<file path="config.mk">
export PLATFORM = sky130hd
export DESIGN_NAME = channel_pin_state_control
export DESIGN_NICKNAME = d
export VERILOG_FILES = /design/src/rtl/pinctl_pkg.sv /design/src/rtl/lane_gate.sv /design/src/rtl/los_detect.sv /design/src/rtl/channel_pin_state_control.sv
export VERILOG_INCLUDE_DIRS = /design/src /design/src/rtl
export SDC_FILE = /design/constraint.sdc
export NUM_CORES = 1
export LEC_CHECK = 0
export BUFFER_PORTS_ARGS = -buffer_cell sky130_fd_sc_hd__clkbuf_2
export CAP_MARGIN = 0
export CORE_MARGIN = 4
export CORE_UTILIZATION = 56
export CTS_BUF_LIST = sky130_fd_sc_hd__clkbuf_8
export CTS_CLUSTER_DIAMETER = 120
export CTS_CLUSTER_SIZE = 14
export DETAILED_ROUTE_END_ITERATION = 8
export GPL_ROUTABILITY_DRIVEN = 0
export PLACE_DENSITY = 0.95
export SLEW_MARGIN = 20
export SYNTH_ARGS = -nofsm -noshare
export SYNTH_HDL_FRONTEND = slang
export SYNTH_SLANG_ARGS = --single-unit
</file>
<file path="constraint.sdc">
create_clock -name clock_in -period 3.8 [get_ports clock_in]
set_input_delay 0.76 -clock clock_in [delete_from_list [all_inputs] [get_ports clock_in]]
set_output_delay 0.76 -clock clock_in [all_outputs]
set_load 0.01 [all_outputs]
</file>
<file path="src/rtl/pinctl_defines.svh">
// Register map, field positions, reset values and thresholds of the channel pin-state block.
`ifndef PINCTL_DEFINES_SVH
`define PINCTL_DEFINES_SVH

// ************************************************************
// Register byte offsets
// ************************************************************
`define CTRL_OFFSET 8'h00
`define STATUS_OFFSET 8'h04
`define MASK_OFFSET 8'h08
`define STATE_OFFSET 8'h0c

// ************************************************************
// Control register fields
// ************************************************************
`define CTRL_MODE_LSB 0
`define CTRL_SEL_LSB 2
`define CTRL_LOS_EN_BIT 4
`define CTRL_DP_RESET_BIT 8
`define CTRL_POWERDOWN_BIT 15

// ************************************************************
// Event bits, shared by status and mask
// ************************************************************
`define EVT_LOS_RISE 0
`define EVT_LOS_FALL 1
`define EVT_PD_RELEASE 2
`define EVT_W 3

// ************************************************************
// State register fields
// ************************************************************
`define STATE_LOS_BIT 0
`define STATE_PD_BIT 1
`define STATE_WAIT_BIT 2
`define STATE_MODE_LSB 4

// ************************************************************
// Reset values
// ************************************************************
`define MODE_RESET 2'h0
`define SEL_RESET 2'h0
`define LOS_EN_RESET 1'h1
`define REG_PD_RESET 1'h0
`define MASK_RESET 3'h0

// ************************************************************
// Swing thresholds in mVpp: assert below 75, release above 150
// ************************************************************
`define SWING_W 9
`define LOS_ASSERT_MVPP 9'h04b
`define LOS_RELEASE_MVPP 9'h096

`endif

</file>
<file path="src/rtl/pinctl_pkg.sv">
// Types shared by the channel pin-state block and its helpers.
package pinctl_pkg;

  // Serialization ratio between the low-speed lanes and the serial line.
  typedef enum logic [1:0] {
    MODE_1TO1,
    MODE_2TO1,
    MODE_4TO1,
    MODE_RSVD
  } mode_t;

  // Source presented on the loss-of-signal pin.
  typedef enum logic [1:0] {
    SEL_LOS,
    SEL_RX_DATA,
    SEL_WAIT_RESET,
    SEL_IRQ
  } sel_t;

  // Channel condition as seen by the data path.
  typedef enum logic [1:0] {
    CH_RUN,
    CH_DOWN,
    CH_WAIT_RESET
  } chan_state_t;

endpackage

</file>
<file path="src/rtl/lane_gate.sv">
// Masks the low-speed lanes that the serialization mode leaves unused.
`timescale 1ns/1ps
module lane_gate #(
  parameter int LANES = 4
) (
  input wire pinctl_pkg::mode_t mode_in,
  input wire logic [LANES-1:0] lanes_in,
  output logic [LANES-1:0] lanes_out,
  output logic [1:0] last_out
);

  // ************************************************************
  // Lane count per mode
  // ************************************************************

  // The lane index is two bits wide, so only four lanes can be served.
  if (LANES != 4) begin : g_bad_lanes
    $error("lane_gate serves exactly four lanes");
  end

  // Reserved mode falls back to lane 0 only, the safest reading.
  always_comb begin
    case (mode_in)
      pinctl_pkg::MODE_2TO1: last_out = 2'h1;
      pinctl_pkg::MODE_4TO1: last_out = 2'h3;
      default: last_out = 2'h0;
    endcase
  end

  // Each lane passes only while its index lies inside the used range.
  for (genvar i = 0; i < LANES; i++) begin : g_lane
    assign lanes_out[i] = lanes_in[i] & (2'(i) <= last_out);
  end

endmodule

</file>
<file path="src/rtl/los_detect.sv">
// Loss-of-signal detector with hysteresis on the measured receive swing.
`timescale 1ns/1ps
`include "pinctl_defines.svh"
module los_detect (
  input wire logic clock_in,
  input wire logic resetn_in,
  input wire logic [`SWING_W-1:0] swing_in,
  input wire logic enable_in,
  output logic los_out
);

  typedef struct packed {
    logic los;
  } los_state_t;

  los_state_t st;
  los_state_t next_st;

  // ************************************************************
  // Hysteresis
  // ************************************************************

  // Between the two thresholds the flag keeps its value, so a swing that
  // hovers near one level cannot make the pin chatter.
  always_comb begin
    next_st = st;
    if (!enable_in) begin
      next_st.los = 1'b0;
    end else if (swing_in < `LOS_ASSERT_MVPP) begin
      next_st.los = 1'b1;
    end else if (swing_in > `LOS_RELEASE_MVPP) begin
      next_st.los = 1'b0;
    end
  end

  // Register the flag; cleared while reset is held.
  always_ff @(posedge clock_in or negedge resetn_in) begin
    if (!resetn_in) begin
      st <= '0;
    end else begin
      st <= next_st;
    end
  end

  assign los_out = st.los;

endmodule

</file>
<file path="src/rtl/channel_pin_state_control.sv">
// Pin-state control of one transceiver channel: power-down, lanes, loss-of-signal pin, APB regs.
//
// What this block does
// - Power-down pin low idles the channel.
// - Reset drives serial transmit to differential zero.
// - Transmit uses lane 0, lanes 0-1 or lanes 0-3.
// - Receive lanes limited by mode; zero in reset.
// - Loss flag: 1 lost, only when enabled.
// - Assert below 75, release above 150 mVpp.
// - Loss pin can show other live functions.
// - Reset drives loss pin low.
// - Powered-down channel leaves loss pin floating.
`timescale 1ns/1ps
`include "pinctl_defines.svh"
module channel_pin_state_control (
  input wire logic clock_in,
  input wire logic resetn_in,
  input wire logic chan_b_powerdown_n_in,
  input wire logic chan_b_serial_rx_pos_in,
  input wire logic chan_b_serial_rx_neg_in,
  input wire logic [`SWING_W-1:0] rx_swing_mvpp_in,
  input wire logic [3:0] chan_b_lowspeed_in_lanes_in,
  output logic chan_b_serial_tx_pos_out,
  output logic chan_b_serial_tx_neg_out,
  output logic [3:0] chan_b_lowspeed_out_lanes_pos_out,
  output logic [3:0] chan_b_lowspeed_out_lanes_neg_out,
  output logic chan_b_signal_loss_flag_out,
  output logic chan_b_signal_loss_flag_oe_out,
  input wire logic psel_in,
  input wire logic penable_in,
  input wire logic pwrite_in,
  input wire logic [7:0] paddr_in,
  input wire logic [31:0] pwdata_in,
  output logic [31:0] prdata_out,
  output logic pready_out,
  output logic pslverr_out,
  output logic irq_out
);

  // ************************************************************
  // State
  // ************************************************************

  typedef struct packed {
    logic pd_meta;
    logic pd_sync;
    logic [1:0] rx_meta;
    logic [1:0] rx_sync;
    logic [3:0] in_meta;
    logic [3:0] in_sync;
    logic [`SWING_W-1:0] sw_meta;
    logic [`SWING_W-1:0] sw_sync;
    pinctl_pkg::chan_state_t chan;
    logic [1:0] idx;
    logic [3:0] rx_shift;
    pinctl_pkg::mode_t mode;
    pinctl_pkg::sel_t sel;
    logic los_en;
    logic reg_pd;
    logic los_prev;
    logic [`EVT_W-1:0] status;
    logic [`EVT_W-1:0] mask;
    logic tx_pos;
    logic tx_neg;
    logic [3:0] out_pos;
    logic [3:0] out_neg;
    logic flag;
    logic flag_oe;
    logic pready;
    logic [31:0] prdata;
    logic pslverr;
    logic irq;
  } top_state_t;

  top_state_t st;
  top_state_t next_st;

  logic los;
  logic pd_now;
  logic rx_bit;
  logic acc;
  logic wr;
  logic dp_reset_wr;
  logic [1:0] last_idx;
  logic [1:0] eidx;
  logic [3:0] in_used;
  logic [3:0] rx_word;
  logic [3:0] rx_used;
  logic [`EVT_W-1:0] events;
  logic [`EVT_W-1:0] w1c;
  logic [31:0] rd_data;
  logic rd_hit;

  // ************************************************************
  // Helpers
  // ************************************************************

  // Only lanes that the mode allows reach the serializer.
  lane_gate #(.LANES(4)) u_in_gate (
    .mode_in(st.mode),
    .lanes_in(st.in_sync),
    .lanes_out(in_used),
    .last_out(last_idx)
  );

  // Received lanes beyond the mode's range stay idle.
  lane_gate #(.LANES(4)) u_out_gate (
    .mode_in(st.mode),
    .lanes_in(rx_word),
    .lanes_out(rx_used),
    .last_out()
  );

  // The swing word is a slowly moving analog reading; a torn sample lasts
  // one cycle and the hysteresis band absorbs it.
  los_detect u_los (
    .clock_in(clock_in),
    .resetn_in(resetn_in),
    .swing_in(st.sw_sync),
    .enable_in(st.los_en),
    .los_out(los)
  );

  // ************************************************************
  // Decode
  // ************************************************************

  // Either the pin or the control bit powers the channel down.
  assign pd_now = !st.pd_sync || st.reg_pd;
  assign rx_bit = st.rx_sync[1] & ~st.rx_sync[0];
  assign acc = psel_in && penable_in && st.pready;
  assign wr = acc && pwrite_in;
  assign dp_reset_wr = wr && (paddr_in == `CTRL_OFFSET) && pwdata_in[`CTRL_DP_RESET_BIT];
  assign w1c = (wr && (paddr_in == `STATUS_OFFSET)) ? pwdata_in[`EVT_W-1:0] : '0;

  // A lane index left beyond range by a mode change falls back to lane 0.
  assign eidx = (st.idx > last_idx) ? 2'h0 : st.idx;

  // Current received bit is merged into its slot to complete the word.
  always_comb begin
    rx_word = st.rx_shift;
    rx_word[eidx] = rx_bit;
  end

  // Events: both loss edges and the release of power-down.
  always_comb begin
    events = '0;
    events[`EVT_LOS_RISE] = los && !st.los_prev;
    events[`EVT_LOS_FALL] = !los && st.los_prev;
    events[`EVT_PD_RELEASE] = (st.chan == pinctl_pkg::CH_DOWN) && !pd_now;
  end

  // Read mux; an unmapped offset answers zero with an error.
  always_comb begin
    rd_data = '0;
    rd_hit = 1'b1;
    case (paddr_in)
      `CTRL_OFFSET: begin
        rd_data[`CTRL_MODE_LSB +: 2] = st.mode;
        rd_data[`CTRL_SEL_LSB +: 2] = st.sel;
        rd_data[`CTRL_LOS_EN_BIT] = st.los_en;
        rd_data[`CTRL_POWERDOWN_BIT] = st.reg_pd;
      end
      `STATUS_OFFSET: rd_data[`EVT_W-1:0] = st.status;
      `MASK_OFFSET: rd_data[`EVT_W-1:0] = st.mask;
      `STATE_OFFSET: begin
        rd_data[`STATE_LOS_BIT] = los;
        rd_data[`STATE_PD_BIT] = pd_now;
        rd_data[`STATE_WAIT_BIT] = st.chan == pinctl_pkg::CH_WAIT_RESET;
        rd_data[`STATE_MODE_LSB +: 2] = st.mode;
      end
      default: rd_hit = 1'b0;
    endcase
  end

  // ************************************************************
  // Next state
  // ************************************************************

  always_comb begin
    next_st = st;
    // Two-stage synchronisers for every pin input.
    next_st.pd_meta = chan_b_powerdown_n_in;
    next_st.pd_sync = st.pd_meta;
    next_st.rx_meta = {chan_b_serial_rx_pos_in, chan_b_serial_rx_neg_in};
    next_st.rx_sync = st.rx_meta;
    next_st.in_meta = chan_b_lowspeed_in_lanes_in;
    next_st.in_sync = st.in_meta;
    next_st.sw_meta = rx_swing_mvpp_in;
    next_st.sw_sync = st.sw_meta;
    next_st.los_prev = los;

    // APB: answer in the access cycle, data prepared during setup.
    next_st.pready = psel_in && !penable_in;
    if (psel_in && !penable_in) begin
      next_st.prdata = rd_data;
      next_st.pslverr = !rd_hit;
    end
    if (wr && (paddr_in == `CTRL_OFFSET)) begin
      next_st.mode = pinctl_pkg::mode_t'(pwdata_in[`CTRL_MODE_LSB +: 2]);
      next_st.sel = pinctl_pkg::sel_t'(pwdata_in[`CTRL_SEL_LSB +: 2]);
      next_st.los_en = pwdata_in[`CTRL_LOS_EN_BIT];
      next_st.reg_pd = pwdata_in[`CTRL_POWERDOWN_BIT];
    end
    if (wr && (paddr_in == `MASK_OFFSET)) begin
      next_st.mask = pwdata_in[`EVT_W-1:0];
    end

    // Sticky status: a new event wins over a clear in the same cycle.
    next_st.status = (st.status & ~w1c) | events;
    next_st.irq = |(next_st.status & st.mask);

    // Channel condition. After power-down the data path stays idle until
    // software issues the data-path reset, so no stale lane word escapes.
    case (st.chan)
      pinctl_pkg::CH_RUN: begin
        if (pd_now) begin
          next_st.chan = pinctl_pkg::CH_DOWN;
        end
      end
      pinctl_pkg::CH_DOWN: begin
        if (!pd_now) begin
          next_st.chan = pinctl_pkg::CH_WAIT_RESET;
        end
      end
      pinctl_pkg::CH_WAIT_RESET: begin
        if (pd_now) begin
          next_st.chan = pinctl_pkg::CH_DOWN;
        end else if (dp_reset_wr) begin
          next_st.chan = pinctl_pkg::CH_RUN;
        end
      end
      default: next_st.chan = pinctl_pkg::CH_DOWN;
    endcase

    // Serializer and deserializer step one lane per cycle from lane 0 up.
    if (st.chan == pinctl_pkg::CH_RUN && !pd_now) begin
      next_st.tx_pos = in_used[eidx];
      next_st.tx_neg = !in_used[eidx];
      next_st.rx_shift = rx_word;
      next_st.idx = (eidx == last_idx) ? 2'h0 : eidx + 2'h1;
      if (eidx == last_idx) begin
        next_st.out_pos = rx_used;
        next_st.out_neg = ~rx_used;
      end
    end else begin
      next_st.tx_pos = 1'b0;
      next_st.tx_neg = 1'b1;
      next_st.out_pos = '0;
      next_st.out_neg = '1;
      next_st.idx = 2'h0;
      next_st.rx_shift = '0;
    end

    // Loss pin: floats while powered down, else shows the chosen source.
    next_st.flag_oe = !pd_now;
    case (st.sel)
      pinctl_pkg::SEL_LOS: next_st.flag = los;
      pinctl_pkg::SEL_RX_DATA: next_st.flag = rx_bit;
      pinctl_pkg::SEL_WAIT_RESET: next_st.flag = st.chan == pinctl_pkg::CH_WAIT_RESET;
      default: next_st.flag = st.irq;
    endcase
    if (pd_now) begin
      next_st.flag = 1'b0;
    end
  end

  // ************************************************************
  // Registers
  // ************************************************************

  // Reset holds the serial and lane outputs at differential zero and
  // drives the loss pin low; all come straight from these flops. The
  // power-down synchroniser starts at the released level, so no false
  // power-down and release event follows reset.
  always_ff @(posedge clock_in or negedge resetn_in) begin
    if (!resetn_in) begin
      st <= '0;
      st.pd_meta <= 1'b1;
      st.pd_sync <= 1'b1;
      st.chan <= pinctl_pkg::CH_WAIT_RESET;
      st.mode <= pinctl_pkg::mode_t'(`MODE_RESET);
      st.sel <= pinctl_pkg::sel_t'(`SEL_RESET);
      st.los_en <= `LOS_EN_RESET;
      st.reg_pd <= `REG_PD_RESET;
      st.mask <= `MASK_RESET;
      st.tx_neg <= 1'b1;
      st.out_neg <= 4'hf;
      st.flag_oe <= 1'b1;
    end else begin
      st <= next_st;
    end
  end

  assign chan_b_serial_tx_pos_out = st.tx_pos;
  assign chan_b_serial_tx_neg_out = st.tx_neg;
  assign chan_b_lowspeed_out_lanes_pos_out = st.out_pos;
  assign chan_b_lowspeed_out_lanes_neg_out = st.out_neg;
  assign chan_b_signal_loss_flag_out = st.flag;
  assign chan_b_signal_loss_flag_oe_out = st.flag_oe;
  assign prdata_out = st.prdata;
  assign pready_out = st.pready;
  assign pslverr_out = st.pslverr;
  assign irq_out = st.irq;
endmodule

</file>
# Yosys cells after proc, flatten, opt, wreduce, memory -nomap -nowiden
# Cells that the tools add are included.
classes:
  bitwise: 15
  n_lt_le_gt_ge: 9
  reduce_logical: 27
  n_mux: 28
  add_sub_neg: 1
  n_eq_ne: 15
ops:
  columns: ["op", "n"]
  rows:
  - ["$eq 8x4->1 const B", 2]
  - ["$logic_and 1x1->1", 13]
  - ["$mux 2", 6]
  - ["$pmux 3 s4", 1]
  - ["$mux 1", 10]
  - ["$mux 10", 1]
  - ["$and 1x1->1", 9]
  - ["$gt 9x8->1 const B", 1]
  - ["$lt 9x7->1 const B", 1]
  - ["$eq 8x3->1 const B", 1]
  - ["$logic_not 8->1", 1]
  - ["$mux 8", 1]
  - ["$logic_not 1->1", 7]
  - ["$and 3x3->3", 2]
  - ["$eq 2x1->1 const B", 3]
  - ["$eq 2x2->1 const B", 3]
  - ["$mux 6", 1]
  - ["$pmux 2 s3", 1]
  - ["$bwmux 4", 1]
  - ["$le 1x2->1 const A", 2]
  - ["$le 2x2->1 const A", 2]
  - ["$logic_not 2->1", 2]
  - ["$ne 2x2->1 const B", 2]
  - ["$not 4->4", 1]
  - ["other kinds (21)", 21]
word_totals:
  inputBits: 61
  word_cells: 124
  ff_bits: 76

# Logic depth before layout (Yosys ltp)
# Gate-level depths: netlist of the first run.
depth:
  ltp_word: 13
  depth_mapped: 12
  depth_no_buf: 12

# Modules after synthesis
# From an unflattened synthesis of the first run, not the netlist that was laid out.
hier_totals:
  hier_cells: 283
  area_unflattened_um2: 3357.0
modules_own_cells:
  columns: ["mod", "n_inst", "seq_area_each_um2", "area_each_um2", "cells_each"]
  rows:
  - ["channel_pin_state_control", 1, 1889.3, 3144.3, 255]
  - ["lane_gate", 2, 0.0, 58.8, 8]
  - ["los_detect", 1, 25.0, 95.1, 12]

# Worst setup path before layout of the first run
# OpenSTA, ideal clock, no wires.
synth_path:
  kind: "register to register"
  start: "reg st[58] (netlist name)"
  end: "reg st (netlist bit chan_b_lowspeed_out_lanes_pos_out[2])"
  n_path_buf: 0
  period_less_slack_ns: 2.362
  t_required_ns: 3.678
  path_stages_with_launch: 13
  path_slack_ns: 1.438
  arrival_time_ns: 2.241
  cell_sequence: "dfrtp_1 > inv_1 > ha_1 > inv_1 > ha_1 > nor2b_1 > o21a_1 > nor2_1 > inv_1 > ha_1 > mux2i_1 > nor2_1 > a32o_1"
synth_via:
  elab_chain_len: 12
  elab_cells_between_ends: 17
  classes_between: "order compare (4); eq/ne (4); mux (7); bitwise (1); reduce/logical (1)"
synth_lines:
  columns: ["element", "line", "rtl"]
  rows:
  - ["start: declaration", "channel_pin_state_control.sv:75", "top_state_t st;"]
  - ["start signal: assignment", "channel_pin_state_control.sv:291", "st <= next_st;"]
  - ["$eq 2x2->1 or $eq 2x1->1 (tied branches)", "lane_gate.sv:23", "case (mode_in)"]
  - ["$pmux 2 s2 (*)", "lane_gate.sv:23", null]
  - ["$gt 2x2->1", "channel_pin_state_control.sv:137", "assign eidx = (st.idx > last_idx) ? 2'h0 : st.idx;"]
  - ["$mux 2", "channel_pin_state_control.sv:137", null]
  - ["$lt 2x3->1 (implied by the code) or $ge 2x1->1 (tied branches)", "channel_pin_state_control.sv:142", "rx_word[eidx] = rx_bit;"]
  - ["$logic_and 1x1->1 (implied by the code)", "channel_pin_state_control.sv:142", null]
  - ["$mux 1 (implied by the code)", "channel_pin_state_control.sv:142", null]
  - ["$demux 1 s2", "channel_pin_state_control.sv:142", null]
  - ["$bwmux 4", "channel_pin_state_control.sv:142", null]
  - ["$and 1x1->1", "lane_gate.sv:32", "assign lanes_out[i] = lanes_in[i] & (2'(i) <= last_out);"]
  - ["$mux 8", "channel_pin_state_control.sv:242", "if (eidx == last_idx) begin"]
  - ["$mux 10", "channel_pin_state_control.sv:237", "if (st.chan == pinctl_pkg::CH_RUN && !pd_now) begin"]
# Mark *: on every way between the ends. The rest lies on a longest branch, timed or not. The select of a mux whose other input is x is not followed.
# A chain may end at the register's enable or synchronous reset.

# Worst setup path in the final report of the first run
# Ends and elaborated chain as after synthesis.

==> flow_summary_export.csv, run 1 <==
group,metric,value,unit
cts,cts-root-buf,"clkbuf_8",
cts,clk_path_buf_depth,2,
pwr,peakVddDrop,0.279,mV
timing,fin_crit_sh,72.1,%
final_layout,final_util,64.5,%
timing,slew_viol_final,0,
worst_setup_path,crit_type,"register to register",
global_routing,grt_max_degree,47,
timing,fin_crit,2.74,ns
worst_setup_path,setup.worst_path.start_class,"register",
synthesis,async_reset_ff_share,100,%
final_layout,final-seq-area,0.00191,mm^2
floorplanning,die_width,84.7,um
synthesis,syn_inst,272,
min_path,min_path_cells,0,
worst_setup_path,worstRegToRegCells,12,
run_status,status,"finished clean",
synthesis,synth.distinct_cells,49,
detailed_routing,drt-wirelength-per-cell,14.4,um
synthesis,ys_seq_elements,76,
floorplanning,start_util,58.8,%
timing,worst_slew_pin_slew,0.643,ns
floorplanning,die_h,84.7,um
detailed_routing,first_iter_violations,173,
detailed_routing,drt-pass1-iter-count,4,
pwr,switching_share,23.4,%
timing,tns,0,ns
detailed_routing,ant_nets,0,
run,cap_violations,0,
timing,hold_viol_final,0,
cts,numCtsBuffers,9,
pwr,powerDensity,401,mW/mm^2
worst_setup_path,crit_path_end_kind,"register",
detailed_routing,drc_errors,0,
min_path,worstHoldPathType,"register to register",
cts,cts_setup_buffers,0,
global_routing,grt_pass1_wl,9.63,mm
placement,io_buffers,57,
cts,htree_levels,3,
global_routing,grtUsageTotal,17.4,%
cts,insertion_delay,0.35,ns
final_layout,fillers,425,
pwr,p_int,1.11,mW
timing,fmax,365,MHz
synthesis,synth.avg_cell_area,12.1,um^2
final_layout,multi_input_area,0.00110,mm^2
timing,relSlewSlack,57.1,%
synthesis,ys_warn_count,0,
synthesis,synth_edf_count,0,
timing,setup_viol,0,
worst_setup_path,required,4.03,ns
timing,rsz0062_at_grt,"false",
floorplanning,rows,27,
synthesis,ys_seq_area_share,58.1,%
worst_setup_path,arrival,2.97,ns
cts,cts-resized-gates,0,
detailed_routing,routed_via_density,5.22,
cts,hold_buffers,0,
global_routing,antenna_found_initial,0,
synthesis,synth_area,0.00330,mm^2
cts,cts.sinks,76,
pwr,comb_power_share,5.9,%
global_routing,grt_overflow,0,
detailed_routing,vias,2077,
floorplanning,die_area,0.00718,mm^2
floorplanning,ios,108,
final_layout,syn_to_final_growth,9.68,%
pwr,power.switching,0.339,mW
timing,clock-skew-final,0.0138,ns
final_layout,layout.nets,390,
placement,dp_hpwl,4.33,mm
pwr,p_leak,1.80,nW
pwr,clock_power_share,36.0,%
final_layout,drive_above_1_share,30.7,%
synthesis,ys.flop_type,"dfrtp_1",
worst_setup_path,worstPathMaxFanout,5,
cts,clk_pin_slew,0.07,ns
final_layout,n_antenna_cell,0,
cts,cts_tree,"built",
global_routing,grt_pass1_vias,2092,
pwr,seq_power_share,58.2,%
floorplanning,core_area,0.00561,mm^2
detailed_routing,drt-total-wl,5.73,mm
path summary, 6_finish.rpt:
path	slack [ns]	from	endpoint
max reg2reg	1.06	st[58]	chan_b_lowspeed_out_lanes_pos_out[2]
max	1.06	st[58]	chan_b_lowspeed_out_lanes_pos_out[2]
min reg2reg	0.35	next_st[75]	st[75]
min in group asynchronous	0.43	resetn_in	st[62]
min	0.35	next_st[75]	st[75]
max in group asynchronous	2.37	resetn_in	next_st[98]
layout by cell type, fill, tap and decap left out, types with 2 or more instances in the layout:
cell type   count
or3_1           2
mux2_2          9
inv_1          14
nor2_1         14
dfrtp_1        66
mux4_2          2
a211o_1         2
a22o_1          4
conb_1         25
a32o_1          2
and3_1          2
nand2_1        17
a21o_1          3
clkinv_2        2
nand4_1         2
o31ai_1         2
a21oi_1        10
ha_1            8
clkbuf_8       10
a31oi_1         3
and2_1          2
mux2i_1         5
nor3_1          9
clkbuf_2       56
nand2b_1        2
o21ai_0         8
clkinvlp_4      2
dfstp_2        10
nor2b_1         7
nand3_1         5
power by group through the flow:
| stage | Combinational (mW) | Sequential [mW] | Clock, mW |
|---|---|---|---|
| CTS | 0.0855 | 0.844 | 0.538 |
| detailed placement | 0.0851 | 0.859 | 0 |
| finish | 0.0849 | 0.844 | 0.521 |
| global route | 0.0962 | 0.846 | 0.585 |
| global placement | 0.0821 | 0.857 | 0 |
| floorplan | 0.0623 | 0.858 | 0 |
layout make-up:
class	instances	share of cell area [%]
Sequential cell	76	52.9
Tap cell	72	2.49
Inverter	12	1.25
Timing Repair Buffer	58	8.10
Clock inverter	6	0.900
Multi-Input combinational cell	164	30.5
Clock buffer	10	3.81
stage by stage:
| stage | total power [mW] | hold slack [ns] | cells | area (um^2) | setup slack [ns] |
|---|---|---|---|---|---|
| after floorplan | 0.920 | 0.331 | 296 | 3390 | 1.44 |
| after global placement | 0.940 | 0.332 | 382 | 3450 | 1.23 |
| after detailed placement | 0.944 | 0.335 | 382 | 3450 | 1.09 |
| after CTS | 1.47 | 0.352 | 398 | 3620 | 1.07 |
| after global routing | 1.53 | 0.356 | 398 | 3620 | 0.922 |
| final | 1.45 | 0.349 | 398 | 3620 | 1.06 |
registers in the layout (all words and copies together), names as in the netlist:
name	count
chan_b_serial_tx_pos_out	1
next_st	16
st	37
chan_b_signal_loss_flag_out	1
chan_b_signal_loss_flag_oe_out	1
u_los.los_out	1
chan_b_serial_tx_neg_out	1
chan_b_lowspeed_out_lanes_neg_out	4
prdata_out	7
pready_out	1
irq_out	1
pslverr_out	1
chan_b_lowspeed_out_lanes_pos_out	4
cell families after synthesis:
group / count (synthesis) / share of synthesized area (%)
adders and majority gates: 8 / 3.04
buffers and inverters: 56 / 11.2
AOI/OAI and AO/OA: 45 / 9.79
and+or+nand+nor: 68 / 10.8
xor gates and xnor gates: 1 / 0.266
other: 1 / 0.114
DFF: 76 / 58.1
muxes: 17 / 6.76
Yosys cell counts, drive strengths merged, types with 2 or more instances:
master	count	area share [%]
and2	2	0.38
clkbuf	2	0.23
ha	8	3.0
a211o	2	0.53
nand2	17	1.9
or3	2	0.38
nand2b	3	0.80
nor2	15	1.9
nand3	5	0.76
a21oi	11	1.8
o31ai	2	0.46
mux2i	5	1.5
a32o	2	0.61
o22ai	2	0.57
dfstp	10	8.0
mux2	9	3.1
nor3	9	1.4
dfrtp	66	50
inv	12	1.4
buf	42	9.6
a22o	4	1.1
nor4b	2	0.72
o21ai	9	1.4
a31oi	3	0.57
and3	2	0.38
a21o	3	0.68
mux4	3	2.2
nor2b	7	1.3
nand4	2	0.38
layer usage:
layer	share of wire (%)	track usage, %
met1	38	20.1
met2	53	28.8
met3	7.6	6.58
met4	1.9	7.48
met5	0	0
critical path, stage by stage (launching register included):
cell and delay (ns):
dfrtp_1 0.40, inv_1 0.08, ha_1 0.39, inv_1 0.09, ha_1 0.28, nand2_1 0.06, o21a_1 0.17, nor2_1 0.27
inv_1 0.12, ha_1 0.22, mux2i_1 0.18, nor2_1 0.10, a32o_1 0.27
No activity file was read; power rests on OpenSTA's default activity.
==> run 2, diff against run 1 <==
Settings changed: ABC_AREA from default to 1, CORE_UTILIZATION 56 to 47, PLACE_DENSITY 0.95 to 0.87.
Clock period 3.8 ns to 2.27 ns, I/O delays scaled along.
==> flow_summary_export.csv, run 2 <==
group,metric,value,unit
detailed_routing,drt-pass1-iter-count,4,
final_layout,largest_reg_flops,37,
detailed_routing,drt-total-wl,6.73,mm
placement,place_inst,487,
floorplanning,start_util,49.1,%
timing,fmax,445,MHz
worst_setup_path,r2r_setup_slack,0.02,ns
worst_setup_path,crit_path_end_kind,"register",
cts,numCtsBuffers,9,
timing,clock-skew-final,0.00460,ns
cts,insertion_delay,0.35,ns
placement,io_buffers,57,
synthesis,ys_seq_elements,76,
detailed_routing,ant_nets,0,
synthesis,syn_inst,349,
global_routing,grt_overflow,0,
synthesis,ys.flop_type,"dfrtp_1",
final_layout,fin_cells,519,
cts,cts-root-buf,"clkbuf_8",
final_layout,drive_above_1_share,36.2,%
synthesis,synth.distinct_cells,28,
detailed_routing,drc_errors,0,
cts,htree_levels,3,
synthesis,synth_top_cell_by_area,"dfrtp_1",
run_status,status,"finished clean",
pwr,p_leak,2.14,nW
final_layout,mostFrequentLayoutCell,"nand2_1",
timing,setup_viol,0,
synthesis,synth_area,0.00338,mm^2
global_routing,grt_pass1_wl,10.4,mm
synthesis,yosysTopAreaCellShare,48.9,%
worst_setup_path,worstPathMaxFanout,4,
cts,clk_path_buf_depth,2,
synthesis,async_reset_ff_share,100,%
global_routing,grtUsageTotal,15.6,%
floorplanning,core_area,0.00687,mm^2
placement,dp_hpwl,4.48,mm
floorplanning,die_area,0.00860,mm^2
worst_setup_path,required,2.56,ns
timing,relSlewSlack,52.0,%
run,cap_violations,0,
worst_setup_path,setup.worst_path.start_class,"register",
cts,cts.sinks,76,
detailed_routing,first_iter_violations,97,
final_layout,final_cell_mix,"nand2_1, dfrtp_1, clkbuf_2",
cts,cts_tree,"built",
timing,worst_slew_pin_slew,0.718,ns
floorplanning,die_h,92.8,um
min_path,worstHoldPathType,"input port to asynchronous set/reset pin",
synthesis,synth_top_cells_by_area,"dfrtp_1, nand2_1, buf_4, dfstp_2, nand3_1",
final_layout,n_antenna_cell,0,
final_layout,syn_to_final_growth,22.3,%
timing,fin_crit,2.25,ns
final_layout,stdcell_area,0.00413,mm^2
detailed_routing,drt-wirelength-per-cell,13.0,um
worst_setup_path,arrival,2.54,ns
floorplanning,rows,30,
cts,clk_pin_slew,0.08,ns
synthesis,ys_warn_count,0,
floorplanning,die_width,92.8,um
pwr,powerDensity,684,mW/mm^2
final_layout,regMostFlops,"st",
placement,placed_area,0.00360,mm^2
global_routing,grt_max_degree,45,
timing,slew_viol_final,0,
synthesis,synthTopCellsByCount,"nand2_1, dfrtp_1, buf_4, nand3_1, inv_1",
detailed_routing,vias,2455,
worst_setup_path,crit_type,"register to register",
pwr,peakVddDrop,0.415,mV
floorplanning,ios,108,
timing,fin_crit_sh,99.0,%
timing,hold_viol_final,0,
final_layout,layout.nets,487,
timing,whs,0.0955,ns
synthesis,yosysMostFrequentCell,"nand2_1",
global_routing,antenna_found_initial,0,
synthesis,synth.avg_cell_area,9.67,um^2
synthesis,ys_seq_area_share,56.7,%
synthesis,synth_edf_count,0,
global_routing,grt_pass1_vias,2299,
detailed_routing,routed_via_density,4.73,
run 2: through the flow:
step           util, %  power (mW)  setup slack (ns)  TNS [ns]
2_1_floorplan        -        1.55             0.224         0
5_1_grt           60.1        2.95           -0.0960    -0.376
3_5_place_dp      52.3        1.60           -0.0217   -0.0217
4_1_cts           56.4        2.85          0.000458         0
6_report          60.1        2.83            0.0234         0
3_3_place_gp      52.3        1.59            0.0685         0
run 2: kinds of logic (layout without fill, tap and decap cells):
| family | count (synthesis) | after routing | synth area share (%) |
|---|---|---|---|
| other | 1 | 25 | 0.111 |
| AOI/OAI and AO/OA | 18 | 18 | 2.78 |
| DFF | 76 | 76 | 56.7 |
| adders and majority gates | 8 | 8 | 2.97 |
| and+or+nand+nor | 172 | 173 | 24.6 |
| buffers and inverters | 74 | 123 | 12.8 |
run 2: cell type report:
class                      count  area (um^2)
clock inverter                 6          111
tap                           96          120
clock buffer                  10          138
inverter                      32          130
sequential                    76         1920
multi-input combinational    224         1260
fill                         590         2740
timing repair buffer          75          450
run 2: worst max-delay path: stages, from the launching register on:
cell,delay [ns]
dfrtp_2,0.46
ha_4,0.30
inv_4,0.04
ha_4,0.14
inv_2,0.04
nand2_1,0.04
nand2_1,0.10
nand2_2,0.12
nand2_4,0.15
inv_6,0.06
ha_4,0.16
nand2_1,0.07
o21ai_1,0.06
nor2_1,0.18
nand2_1,0.10
inv_1,0.06
nand2_1,0.05
nand2_1,0.05
run 2: power by group:
| group | internal [mW] | switching (mW) | total, mW |
|---|---|---|---|
| clock | 0.760 | 0.487 | 1.25 |
| sequential | 1.40 | 0.0136 | 1.41 |
| combinational | 0.0516 | 0.117 | 0.169 |
run 2: layer usage:
| metal | routed length [um] | part of all wire [%] | global-route usage (%) |
|---|---|---|---|
| met3 | 442 | 6.6 | 4.31 |
| met1 | 2730 | 41 | 19.5 |
| met4 | 172 | 2.6 | 6.96 |
| met2 | 3380 | 50 | 25.3 |
| met5 | 0 | 0 | 0 |
run 2: repair_timing:
item,in CTS,in global routing
setup endpoints to repair,4,8
cloned,0,1
hold buffers,0,0
setup buffers,3,12
gates resized for setup,3,41
pin swaps,1,20
run 2: final timing paths:
check,startpoint,to,depth (start not counted)
setup / recovery,st[59],chan_b_lowspeed_out_lanes_pos_out[1],17
max in group asynchronous,resetn_in,st[55],2
hold reg to reg,next_st[89],st[89],0
setup reg to reg,st[59],chan_b_lowspeed_out_lanes_pos_out[1],17
min in group clock_in,chan_b_powerdown_n_in,next_st[98],1
hold / removal,resetn_in,pslverr_out,1
